<file path="src/pkg/prad_pkg.sv">
package prad_pkg;

  // ==========================================================
  // Geometry
  localparam int ADDR_W = 6;
  localparam int DATA_W = 8;
  localparam int PAGE_W = 3;
  localparam int NUM_REGS = 64;
  localparam int SYNC_W = 18;

  // ==========================================================
  // Page register layout and reset values
  localparam logic [2:0] PAGE_REG_OFS = 3'h0;
  localparam int PG_MODE_BIT = 7;
  localparam int PG_NUM_MSB = 2;
  localparam logic [7:0] PAGE_RST = 8'h80;
  localparam logic [7:0] REG_RST = 8'h00;
  localparam logic [7:0] CMD_IDLE = 8'h00;
  // Value returned for a write-only location; software must not rely on it
  localparam logic [7:0] WO_READ_VAL = 8'h00;

  // ==========================================================
  // Register offsets
  localparam logic [5:0] ADDR_CMD = 6'h01;
  localparam logic [5:0] ADDR_FIFO_DATA = 6'h02;
  localparam logic [5:0] ADDR_PRI_STATUS = 6'h03;
  localparam logic [5:0] ADDR_FIFO_LEN = 6'h04;
  localparam logic [5:0] ADDR_SEC_STATUS = 6'h05;
  localparam logic [5:0] ADDR_INT_EN = 6'h06;
  localparam logic [5:0] ADDR_INT_REQ = 6'h07;
  localparam logic [5:0] ADDR_CONTROL = 6'h09;
  localparam logic [5:0] ADDR_ERR_FLAG = 6'h0a;
  localparam logic [5:0] ADDR_COLL_POS = 6'h0b;
  localparam logic [5:0] ADDR_TIMER_VAL = 6'h0c;
  localparam logic [5:0] ADDR_CRC_LSB = 6'h0d;
  localparam logic [5:0] ADDR_CRC_MSB = 6'h0e;
  localparam logic [5:0] ADDR_WO_FIRST = 6'h3d;

  // ==========================================================
  // Types
  typedef enum logic [2:0] {ACC_PAGE, ACC_RW, ACC_DYN, ACC_RO, ACC_WO} prad_acc_t;

  typedef struct packed {
    logic [7:0] pri_status;
    logic [7:0] fifo_len;
    logic [7:0] sec_status;
    logic [7:0] err_flag;
    logic [7:0] coll_pos;
    logic [7:0] timer_val;
    logic [7:0] crc_lsb;
    logic [7:0] crc_msb;
  } prad_status_t;

  typedef struct packed {
    logic valid;
    logic [5:0] addr;
    logic [7:0] data;
  } prad_dyn_wr_t;

  function automatic prad_acc_t acc_class(input logic [5:0] a);
    prad_acc_t c;
    c = ACC_RW;
    if (a[2:0] == PAGE_REG_OFS) begin
      c = ACC_PAGE;
    end else begin
      case (a)
        ADDR_CMD, ADDR_FIFO_DATA, ADDR_INT_REQ, ADDR_CONTROL: c = ACC_DYN;
        ADDR_PRI_STATUS, ADDR_FIFO_LEN, ADDR_SEC_STATUS, ADDR_ERR_FLAG,
        ADDR_COLL_POS, ADDR_TIMER_VAL, ADDR_CRC_LSB, ADDR_CRC_MSB: c = ACC_RO;
        default: c = (a >= ADDR_WO_FIRST) ? ACC_WO : ACC_RW;
      endcase
    end
    return c;
  endfunction

endpackage

</file>
<file path="src/prad_sync.sv">
`timescale 1ns/1ns
module prad_sync #(
  parameter int W = 1
) (
  input wire logic i_clk,
  input wire logic i_resetn,
  input wire logic [W-1:0] i_d,
  output logic [W-1:0] o_q
);

  logic [W-1:0] meta_reg;
  logic [W-1:0] meta_next;
  logic [W-1:0] q_reg;
  logic [W-1:0] q_next;

  // ==========================================================
  // Two-stage synchroniser; only the second stage reads the first
  always_comb begin
    meta_next = i_d;
    q_next = meta_reg;
  end

  always_ff @(posedge i_clk or negedge i_resetn) begin
    if (!i_resetn) begin
      meta_reg <= '0;
      q_reg <= '0;
    end else begin
      meta_reg <= meta_next;
      q_reg <= q_next;
    end
  end

  assign o_q = q_reg;

endmodule // prad_sync

</file>
<file path="src/prad_addr_assemble.sv">
`timescale 1ns/1ns
module prad_addr_assemble (
  input wire logic i_bus_muxed,
  input wire logic i_paging_mode_enable,
  input wire logic [2:0] i_page_number_field,
  input wire logic [5:0] i_raw_addr,
  output logic [5:0] o_eff_addr
);

  // ==========================================================
  // Address assembly
  // Dedicated bus always pages; the muxed bus pages only when enabled
  always_comb begin
    if (!i_bus_muxed || i_paging_mode_enable) begin
      o_eff_addr = {i_page_number_field, i_raw_addr[2:0]};
    end else begin
      o_eff_addr = i_raw_addr;
    end
  end

endmodule // prad_addr_assemble

</file>
<file path="src/prad_regbank.sv">
`timescale 1ns/1ns
module prad_regbank (
  input wire logic i_clk,
  input wire logic i_resetn,
  input wire logic i_bus_muxed,
  input wire logic i_ale,
  input wire logic i_wr_strobe,
  input wire logic i_rd_strobe,
  input wire logic [5:0] i_addr_lines,
  input wire logic [7:0] i_wdata,
  input wire logic i_cmd_done,
  input wire prad_pkg::prad_dyn_wr_t i_dyn_wr,
  input wire prad_pkg::prad_status_t i_status,
  output logic [7:0] o_rd_data,
  output logic o_rd_valid,
  output logic o_cmd_start,
  output logic o_paging_mode_enable,
  output logic [2:0] o_page_number_field,
  output logic [511:0] o_reg_image
);

  // ==========================================================
  // Pin synchronisation
  logic [17:0] sync_in;
  logic [17:0] sync_out;
  logic muxed_s;
  logic ale_s;
  logic wr_s;
  logic rd_s;
  logic [5:0] addr_s;
  logic [7:0] wdata_s;

  assign sync_in = {i_bus_muxed, i_ale, i_wr_strobe, i_rd_strobe, i_addr_lines, i_wdata};

  prad_sync #(
    .W(prad_pkg::SYNC_W)
  ) u_sync (
    .i_clk(i_clk),
    .i_resetn(i_resetn),
    .i_d(sync_in),
    .o_q(sync_out)
  );

  assign {muxed_s, ale_s, wr_s, rd_s, addr_s, wdata_s} = sync_out;

  // ==========================================================
  // Strobe edges and muxed address latch
  logic ale_prev_reg;
  logic ale_prev_next;
  logic wr_prev_reg;
  logic wr_prev_next;
  logic rd_prev_reg;
  logic rd_prev_next;
  logic [5:0] lat_addr_reg;
  logic [5:0] lat_addr_next;
  logic ale_go;
  logic wr_go;
  logic rd_go;

  assign ale_go = ale_s & ~ale_prev_reg;
  assign wr_go = wr_s & ~wr_prev_reg;
  assign rd_go = rd_s & ~rd_prev_reg;

  always_comb begin
    ale_prev_next = ale_s;
    wr_prev_next = wr_s;
    rd_prev_next = rd_s;
    lat_addr_next = lat_addr_reg;
    // All six lines are taken in the single address phase
    if (ale_go) begin
      lat_addr_next = addr_s;
    end
  end

  always_ff @(posedge i_clk or negedge i_resetn) begin
    if (!i_resetn) begin
      ale_prev_reg <= 1'b0;
      wr_prev_reg <= 1'b0;
      rd_prev_reg <= 1'b0;
      lat_addr_reg <= 6'h00;
    end else begin
      ale_prev_reg <= ale_prev_next;
      wr_prev_reg <= wr_prev_next;
      rd_prev_reg <= rd_prev_next;
      lat_addr_reg <= lat_addr_next;
    end
  end

  // ==========================================================
  // Effective address
  logic [7:0] page_reg;
  logic [7:0] page_next;
  logic [5:0] raw_addr;
  logic [5:0] eff_addr;
  prad_pkg::prad_acc_t acc;

  assign raw_addr = muxed_s ? lat_addr_reg : addr_s;

  // Crossing pages on the dedicated bus relies on a prior page write
  prad_addr_assemble u_asm (
    .i_bus_muxed(muxed_s),
    .i_paging_mode_enable(page_reg[prad_pkg::PG_MODE_BIT]),
    .i_page_number_field(page_reg[prad_pkg::PG_NUM_MSB:0]),
    .i_raw_addr(raw_addr),
    .o_eff_addr(eff_addr)
  );

  // Offset zero of any page decodes to the single page register
  assign acc = prad_pkg::acc_class(eff_addr);

  // ==========================================================
  // Register storage
  logic [63:0][7:0] regs_reg;
  logic [63:0][7:0] regs_next;
  logic cmd_start_next;
  logic cmd_start_reg;

  always_comb begin
    regs_next = regs_reg;
    page_next = page_reg;
    cmd_start_next = 1'b0;
    if (wr_go) begin
      case (acc)
        // Stored bits are kept as written, expected-value bits included
        prad_pkg::ACC_PAGE: page_next = wdata_s;
        prad_pkg::ACC_RW: regs_next[eff_addr] = wdata_s;
        prad_pkg::ACC_DYN: regs_next[eff_addr] = wdata_s;
        prad_pkg::ACC_WO: regs_next[eff_addr] = wdata_s;
        prad_pkg::ACC_RO: regs_next = regs_reg;
        default: regs_next = regs_reg;
      endcase
      cmd_start_next = (eff_addr == prad_pkg::ADDR_CMD);
    end
    // Engine updates land after the processor write so hardware wins a tie
    if (i_dyn_wr.valid && prad_pkg::acc_class(i_dyn_wr.addr) == prad_pkg::ACC_DYN) begin
      regs_next[i_dyn_wr.addr] = i_dyn_wr.data;
    end
    if (i_cmd_done) begin
      regs_next[prad_pkg::ADDR_CMD] = prad_pkg::CMD_IDLE;
    end
  end

  always_ff @(posedge i_clk or negedge i_resetn) begin
    if (!i_resetn) begin
      regs_reg <= '0;
      page_reg <= prad_pkg::PAGE_RST;
      cmd_start_reg <= 1'b0;
    end else begin
      regs_reg <= regs_next;
      page_reg <= page_next;
      cmd_start_reg <= cmd_start_next;
    end
  end

  // ==========================================================
  // Read path
  logic [7:0] rd_data_reg;
  logic [7:0] rd_data_next;
  logic rd_valid_reg;
  logic rd_valid_next;
  logic [7:0] ro_byte;

  always_comb begin
    case (eff_addr)
      prad_pkg::ADDR_PRI_STATUS: ro_byte = i_status.pri_status;
      prad_pkg::ADDR_FIFO_LEN: ro_byte = i_status.fifo_len;
      prad_pkg::ADDR_SEC_STATUS: ro_byte = i_status.sec_status;
      prad_pkg::ADDR_ERR_FLAG: ro_byte = i_status.err_flag;
      prad_pkg::ADDR_COLL_POS: ro_byte = i_status.coll_pos;
      prad_pkg::ADDR_TIMER_VAL: ro_byte = i_status.timer_val;
      prad_pkg::ADDR_CRC_LSB: ro_byte = i_status.crc_lsb;
      prad_pkg::ADDR_CRC_MSB: ro_byte = i_status.crc_msb;
      default: ro_byte = prad_pkg::REG_RST;
    endcase
  end

  always_comb begin
    rd_data_next = rd_data_reg;
    rd_valid_next = 1'b0;
    if (rd_go) begin
      rd_valid_next = 1'b1;
      case (acc)
        prad_pkg::ACC_PAGE: rd_data_next = page_reg;
        prad_pkg::ACC_RW: rd_data_next = regs_reg[eff_addr];
        prad_pkg::ACC_DYN: rd_data_next = regs_reg[eff_addr];
        prad_pkg::ACC_RO: rd_data_next = ro_byte;
        prad_pkg::ACC_WO: rd_data_next = prad_pkg::WO_READ_VAL;
        default: rd_data_next = prad_pkg::REG_RST;
      endcase
    end
  end

  always_ff @(posedge i_clk or negedge i_resetn) begin
    if (!i_resetn) begin
      rd_data_reg <= 8'h00;
      rd_valid_reg <= 1'b0;
    end else begin
      rd_data_reg <= rd_data_next;
      rd_valid_reg <= rd_valid_next;
    end
  end

  // ==========================================================
  // Outputs
  assign o_rd_data = rd_data_reg;
  assign o_rd_valid = rd_valid_reg;
  assign o_cmd_start = cmd_start_reg;
  assign o_paging_mode_enable = page_reg[prad_pkg::PG_MODE_BIT];
  assign o_page_number_field = page_reg[prad_pkg::PG_NUM_MSB:0];
  assign o_reg_image = regs_reg;

  // ==========================================================
  // Assertions
  property p_page_alias;
    @(posedge i_clk) disable iff (!i_resetn)
    wr_go && eff_addr[2:0] == 3'h0 |=> page_reg == $past(wdata_s);
  endproperty
  a_page_alias: assert property (p_page_alias) else $error("page write lost");

  property p_page_persist;
    @(posedge i_clk) disable iff (!i_resetn)
    !(wr_go && eff_addr[2:0] == 3'h0) |=> $stable(page_reg);
  endproperty
  a_page_persist: assert property (p_page_persist) else $error("page changed");

  property p_ded_addr;
    @(posedge i_clk) disable iff (!i_resetn)
    !muxed_s |-> eff_addr == {page_reg[2:0], addr_s[2:0]};
  endproperty
  a_ded_addr: assert property (p_ded_addr) else $error("dedicated address wrong");

  property p_linear;
    @(posedge i_clk) disable iff (!i_resetn)
    muxed_s && !page_reg[7] |-> eff_addr == lat_addr_reg;
  endproperty
  a_linear: assert property (p_linear) else $error("linear address wrong");

  property p_rw_hold;
    @(posedge i_clk) disable iff (!i_resetn)
    !(wr_go && eff_addr == prad_pkg::ADDR_INT_EN) |=> $stable(regs_reg[6]);
  endproperty
  a_rw_hold: assert property (p_rw_hold) else $error("control bits changed");

  property p_dyn_upd;
    @(posedge i_clk) disable iff (!i_resetn)
    i_dyn_wr.valid && i_dyn_wr.addr == prad_pkg::ADDR_INT_REQ
    |=> regs_reg[7] == $past(i_dyn_wr.data);
  endproperty
  a_dyn_upd: assert property (p_dyn_upd) else $error("engine update lost");

  property p_cmd_done;
    @(posedge i_clk) disable iff (!i_resetn)
    i_cmd_done |=> regs_reg[1] == prad_pkg::CMD_IDLE;
  endproperty
  a_cmd_done: assert property (p_cmd_done) else $error("command not idled");

  property p_ro_stable;
    @(posedge i_clk) disable iff (!i_resetn)
    wr_go && acc == prad_pkg::ACC_RO |=> $stable(regs_reg) && $stable(page_reg)
      || $past(i_dyn_wr.valid) || $past(i_cmd_done);
  endproperty
  a_ro_stable: assert property (p_ro_stable) else $error("read-only write took");

  property p_wo_read;
    @(posedge i_clk) disable iff (!i_resetn)
    rd_go && acc == prad_pkg::ACC_WO |=> o_rd_valid && o_rd_data == 8'h00;
  endproperty
  a_wo_read: assert property (p_wo_read) else $error("write-only read wrong");

  property p_rw_read;
    @(posedge i_clk) disable iff (!i_resetn)
    rd_go && acc == prad_pkg::ACC_RW |=> o_rd_data == $past(regs_reg[eff_addr]);
  endproperty
  a_rw_read: assert property (p_rw_read) else $error("read data wrong");

  // Engine writes only reach dynamic entries, so nothing else can disturb these
  property p_rw_write;
    @(posedge i_clk) disable iff (!i_resetn)
    wr_go && acc == prad_pkg::ACC_RW |=> regs_reg[$past(eff_addr)] == $past(wdata_s);
  endproperty
  a_rw_write: assert property (p_rw_write) else $error("control write lost");

  property p_wo_write;
    @(posedge i_clk) disable iff (!i_resetn)
    wr_go && acc == prad_pkg::ACC_WO |=> regs_reg[$past(eff_addr)] == $past(wdata_s);
  endproperty
  a_wo_write: assert property (p_wo_write) else $error("write-only write lost");

endmodule // prad_regbank

</file>
<file path="config.mk">
export PLATFORM = sky130hd
export DESIGN_NAME = prad_regbank
export DESIGN_NICKNAME = d
export VERILOG_FILES = /design/src/pkg/prad_pkg.sv /design/src/prad_sync.sv /design/src/prad_addr_assemble.sv /design/src/prad_regbank.sv
export SDC_FILE = /design/constraint.sdc
export NUM_CORES = 1
export LEC_CHECK = 0
export ABC_AREA = 1
export BUFFER_PORTS_ARGS = -buffer_cell sky130_fd_sc_hd__buf_2
export CAP_MARGIN = 10
export CORE_AREA = 2 2 244 246
export CTS_CLUSTER_SIZE = 40
export DETAILED_ROUTE_END_ITERATION = 8
export DIE_AREA = 0 0 246 248
export PLACE_DENSITY_LB_ADDON = 0.25
export SYNTH_ARGS = -nofsm -noshare
export SYNTH_HDL_FRONTEND = slang
export SYNTH_SLANG_ARGS = --single-unit
</file>
<file path="constraint.sdc">
create_clock -name i_clk -period 3.2 [get_ports i_clk]
set_clock_uncertainty 0.2 [all_clocks]
set_input_delay 0.64 -clock i_clk [delete_from_list [all_inputs] [get_ports i_clk]]
set_output_delay 0.64 -clock i_clk [all_outputs]
set_load 0.02 [all_outputs]
</file>
==> run_results.csv <==
group,metric,value,unit
run_status,status,"completed",
placement,gp_congestion,0.982,
timing,max_freq,327,MHz
synth,synth_largest_area_cell,"dfrtp_1",
global_routing,gr-usage-met1,52.4,%
timing,fin_hold_ws,51.8,ps
clock_tree,cts_sinks,575,
floorplan,num_rows,89,
synth,synth_compound_area_share,11.1,%
synth,synth-edff-count,0,
timing,hold_viol,0,
synth,synth_xor_xnor_area_share,0,%
route,drt_iter0_markers,3586,
floorplan,io_pins,626,
floorplan,coreArea,58500,sq um
min_path,hp-class,"in2reg",
worst_setup_path,crit_arrival,3390,ps
global_routing,grt_pass1_wl,174000,microns
synth,synth-seq-area-share,50.8,%
route,drtAntennaViolNets,0,
global_routing,grt_overflow,0,
clock_tree,cts_buffers,61,
timing,rsz0062_at_grt,"true",
global_routing,antenna_found_initial,8,
synth,ys_async_sr_fraction,100,%
final_layout,final_cell_mix,"nand2_1 (1,608), buf_2 (624), dfrtp_1 (574), o21ai_0 (453), inv_1 (371)",
global_routing,grt.met2_usage,59.9,%
clock_tree,clock_path_buffers,3,
worst_setup_path,crit_required,3520,ps
route,vias,28271,
final_layout,syn_to_final_growth,22.4,%
global_routing,grt_pass1_vias,25534,
job,cap_violations,0,
worst_setup_path,cpMaxStageDelayCell,"dfrtp_1",
synth,synth_simple_gate_area_share,27.9,%
synth,synth_flop_cell,"dfrtp_1",
worst_setup_path,critPathMaxStageDelay,480,ps
global_routing,grt_use_met3,8.97,%
worst_setup_path,cp_top_family,"simple AND/OR/NAND/NOR gates",
final_layout,largest_reg_flops,512,
global_routing,grt_util_all_layers,39.2,%
floorplan,initial_core_util,48.5,%
timing,slew_viol_final,0,
route,finalWirelength,122000,microns
pwr,powerDensity,691,nW/um^2
synth,synthCells,3913,
synth,synth_fa_ha_area_share,0,%
worst_setup_path,end_kind,"flip-flop",
synth,synthMuxAreaShare,0.296,%
synth,synth_area_leaders,"dfrtp_1 (51%), nand2_1 (21%), o21ai_0 (8.0%)",
clock_tree,clock-root-buffer,"clkbuf_16",
floorplan,die-area,61000,sq um
synth,syn_area,28400,sq um
timing,worst-slew-pin-transition,778,ps
pwr,p_leak,19.4,nW
worst_setup_path,crit_path_start_kind,"flip-flop",
worst_setup_path,worstPathMaxFanout,16,
route,viasPerCell,5.41,
synth,synthDominantCellAreaShare,50.7,%
final_layout,num-nets-final,4503,
worst_setup_path,worstSetupPathType,"reg2reg",
timing,setup_viol,0,
route,wl_per_cell,23.4,microns
clock_tree,clk_pin_slew,60,ps
pwr,ir_worst_vdd,509,uV
worst_setup_path,critPathBufInv,4,
global_routing,grt_max_degree,108,
route,drt-pass1-iter-count,6,
timing,setup_tns,0,ps
final_layout,drive_above_1_share,21.0,%
synth,synth_top_family_by_area,"simple AND/OR/NAND/NOR gates",
timing,worst_slew_margin_rel,48.1,%
timing,finalCriticalPeriod,3060,ps
synth,post_synth_num_cell_types,39,
timing,period_share,95.7,%
worst_setup_path,worstPathCellList,"buf_4 > nand2_4 > o21ai_2 > inv_1 > nor2_1 > inv_2 > nor2_1 > buf_4 > nand2_1 > o21ai_0",
synth,syn-num-nets,4013,
synth,synth-seq-cells,575,
floorplan,die_x,246,microns
clock_tree,clkLatencyLatePin,650,ps
placement,io_buffers,625,
clock_tree,cts_tree,"built",
synth,yosysWarningCount,0,
clock_tree,htreeDepth,2,
placement,dp_hpwl,89000,microns
synth,syn-mean-instance-area,7.25,sq um
floorplan,die-height,248,microns
final_layout,final_common_cell,"nand2_1",
route,drc_errors,0,
global_routing,busiest_layer,"met2",
[cell families after synthesis]
| family | count (synthesis) |
|---|---|
| multiplexers | 8 |
| flip-flops | 575 |
| AND/OR/NAND/NOR | 1996 |
| AO/OA/AOI/OAI | 613 |
| buffers and inverters | 721 |
[through the flow]
step | std cells | power, mW | area [sq um] | setup WS, ps | util (%)
6_report | 5230 | 24.0 | 34700 | 137 | 59.3
5_1_grt | 5229 | 24.9 | 34700 | -19.4 | 59.3
4_1_cts | 5220 | 23.8 | 34600 | 168 | 59.1
3_5_place_dp | 5090 | 16.3 | 32200 | 188 | 55.1
3_3_place_gp | 5090 | 16.3 | 32200 | 189 | 55.1
2_1_floorplan | 3913 | 13.0 | 28400 | 590 | -
[worst min-delay path, stage by stage]
cell and delay, ps:
buf_2 100, o21ai_0 80, inv_1 50
[per-layer routing]
metal  wire (microns)  vias up
li1                 -    13000
met1            47500    13242
met2            54800     1709
met3            13400      320
met4             6550        0
met5                0        -
[cells in the mapped netlist, types with 4 or more instances]
cell,instances
nand2_2,4
buf_4,9
a21oi_1,74
nor2_4,7
nand3_1,75
mux2i_1,5
and2_1,15
inv_2,11
or2_2,16
o22ai_1,19
nand4_1,20
o211ai_1,5
buf_2,18
clkbuf_1,284
buf_1,15
inv_1,372
o21ai_0,453
nor2_1,210
a31oi_1,5
nor2_2,13
nand2_1,1613
nand3_2,6
nor3_1,11
dfrtp_1,574
clkinv_1,5
o21ai_1,48
buf_6,6
[area by class of cell]
| type | instances | area [sq um] |
|---|---|---|
| tap | 773 | 967 |
| multi-input combinational | 2617 | 11300 |
| timing repair buffer | 759 | 4450 |
| inverter | 389 | 1470 |
| clock buffer | 89 | 1860 |
| clock inverter | 22 | 277 |
| sequential | 575 | 14400 |
| antenna | 6 | 15.0 |
| fill | 5460 | 23800 |
[power by group]
| group | internal, mW | total, mW | switching [mW] |
|---|---|---|---|
| Combinational | 2.10 | 7.27 | 5.17 |
| Clock | 4.43 | 7.53 | 3.10 |
| Sequential | 8.25 | 9.17 | 0.923 |
[what timing repair did]
action	in CTS	in global routing
buffers inserted	0	4
endpoints found under the hold margin	60	0
hold buffers	19	0
resized for setup	0	16
endpoints found under the setup margin	0	64
[path summary, 6_finish.rpt]
kind	startpoint	endpoint	slack, ps	cells past startpoint
worst max-delay path	u_sync.o_q[17]	o_reg_image[264]	140	10
worst min-delay path	i_dyn_wr[4]	o_reg_image[60]	50	3
worst max register to register	u_sync.o_q[17]	o_reg_image[264]	140	10
worst min register to register	u_sync.meta_reg[8]	u_sync.o_q[8]	150	0
max in group asynchronous	i_resetn	o_reg_image[24]	1540	3
min in group asynchronous	i_resetn	o_reg_image[455]	350	2
Note: power is estimated with default switching activity, not from simulation.
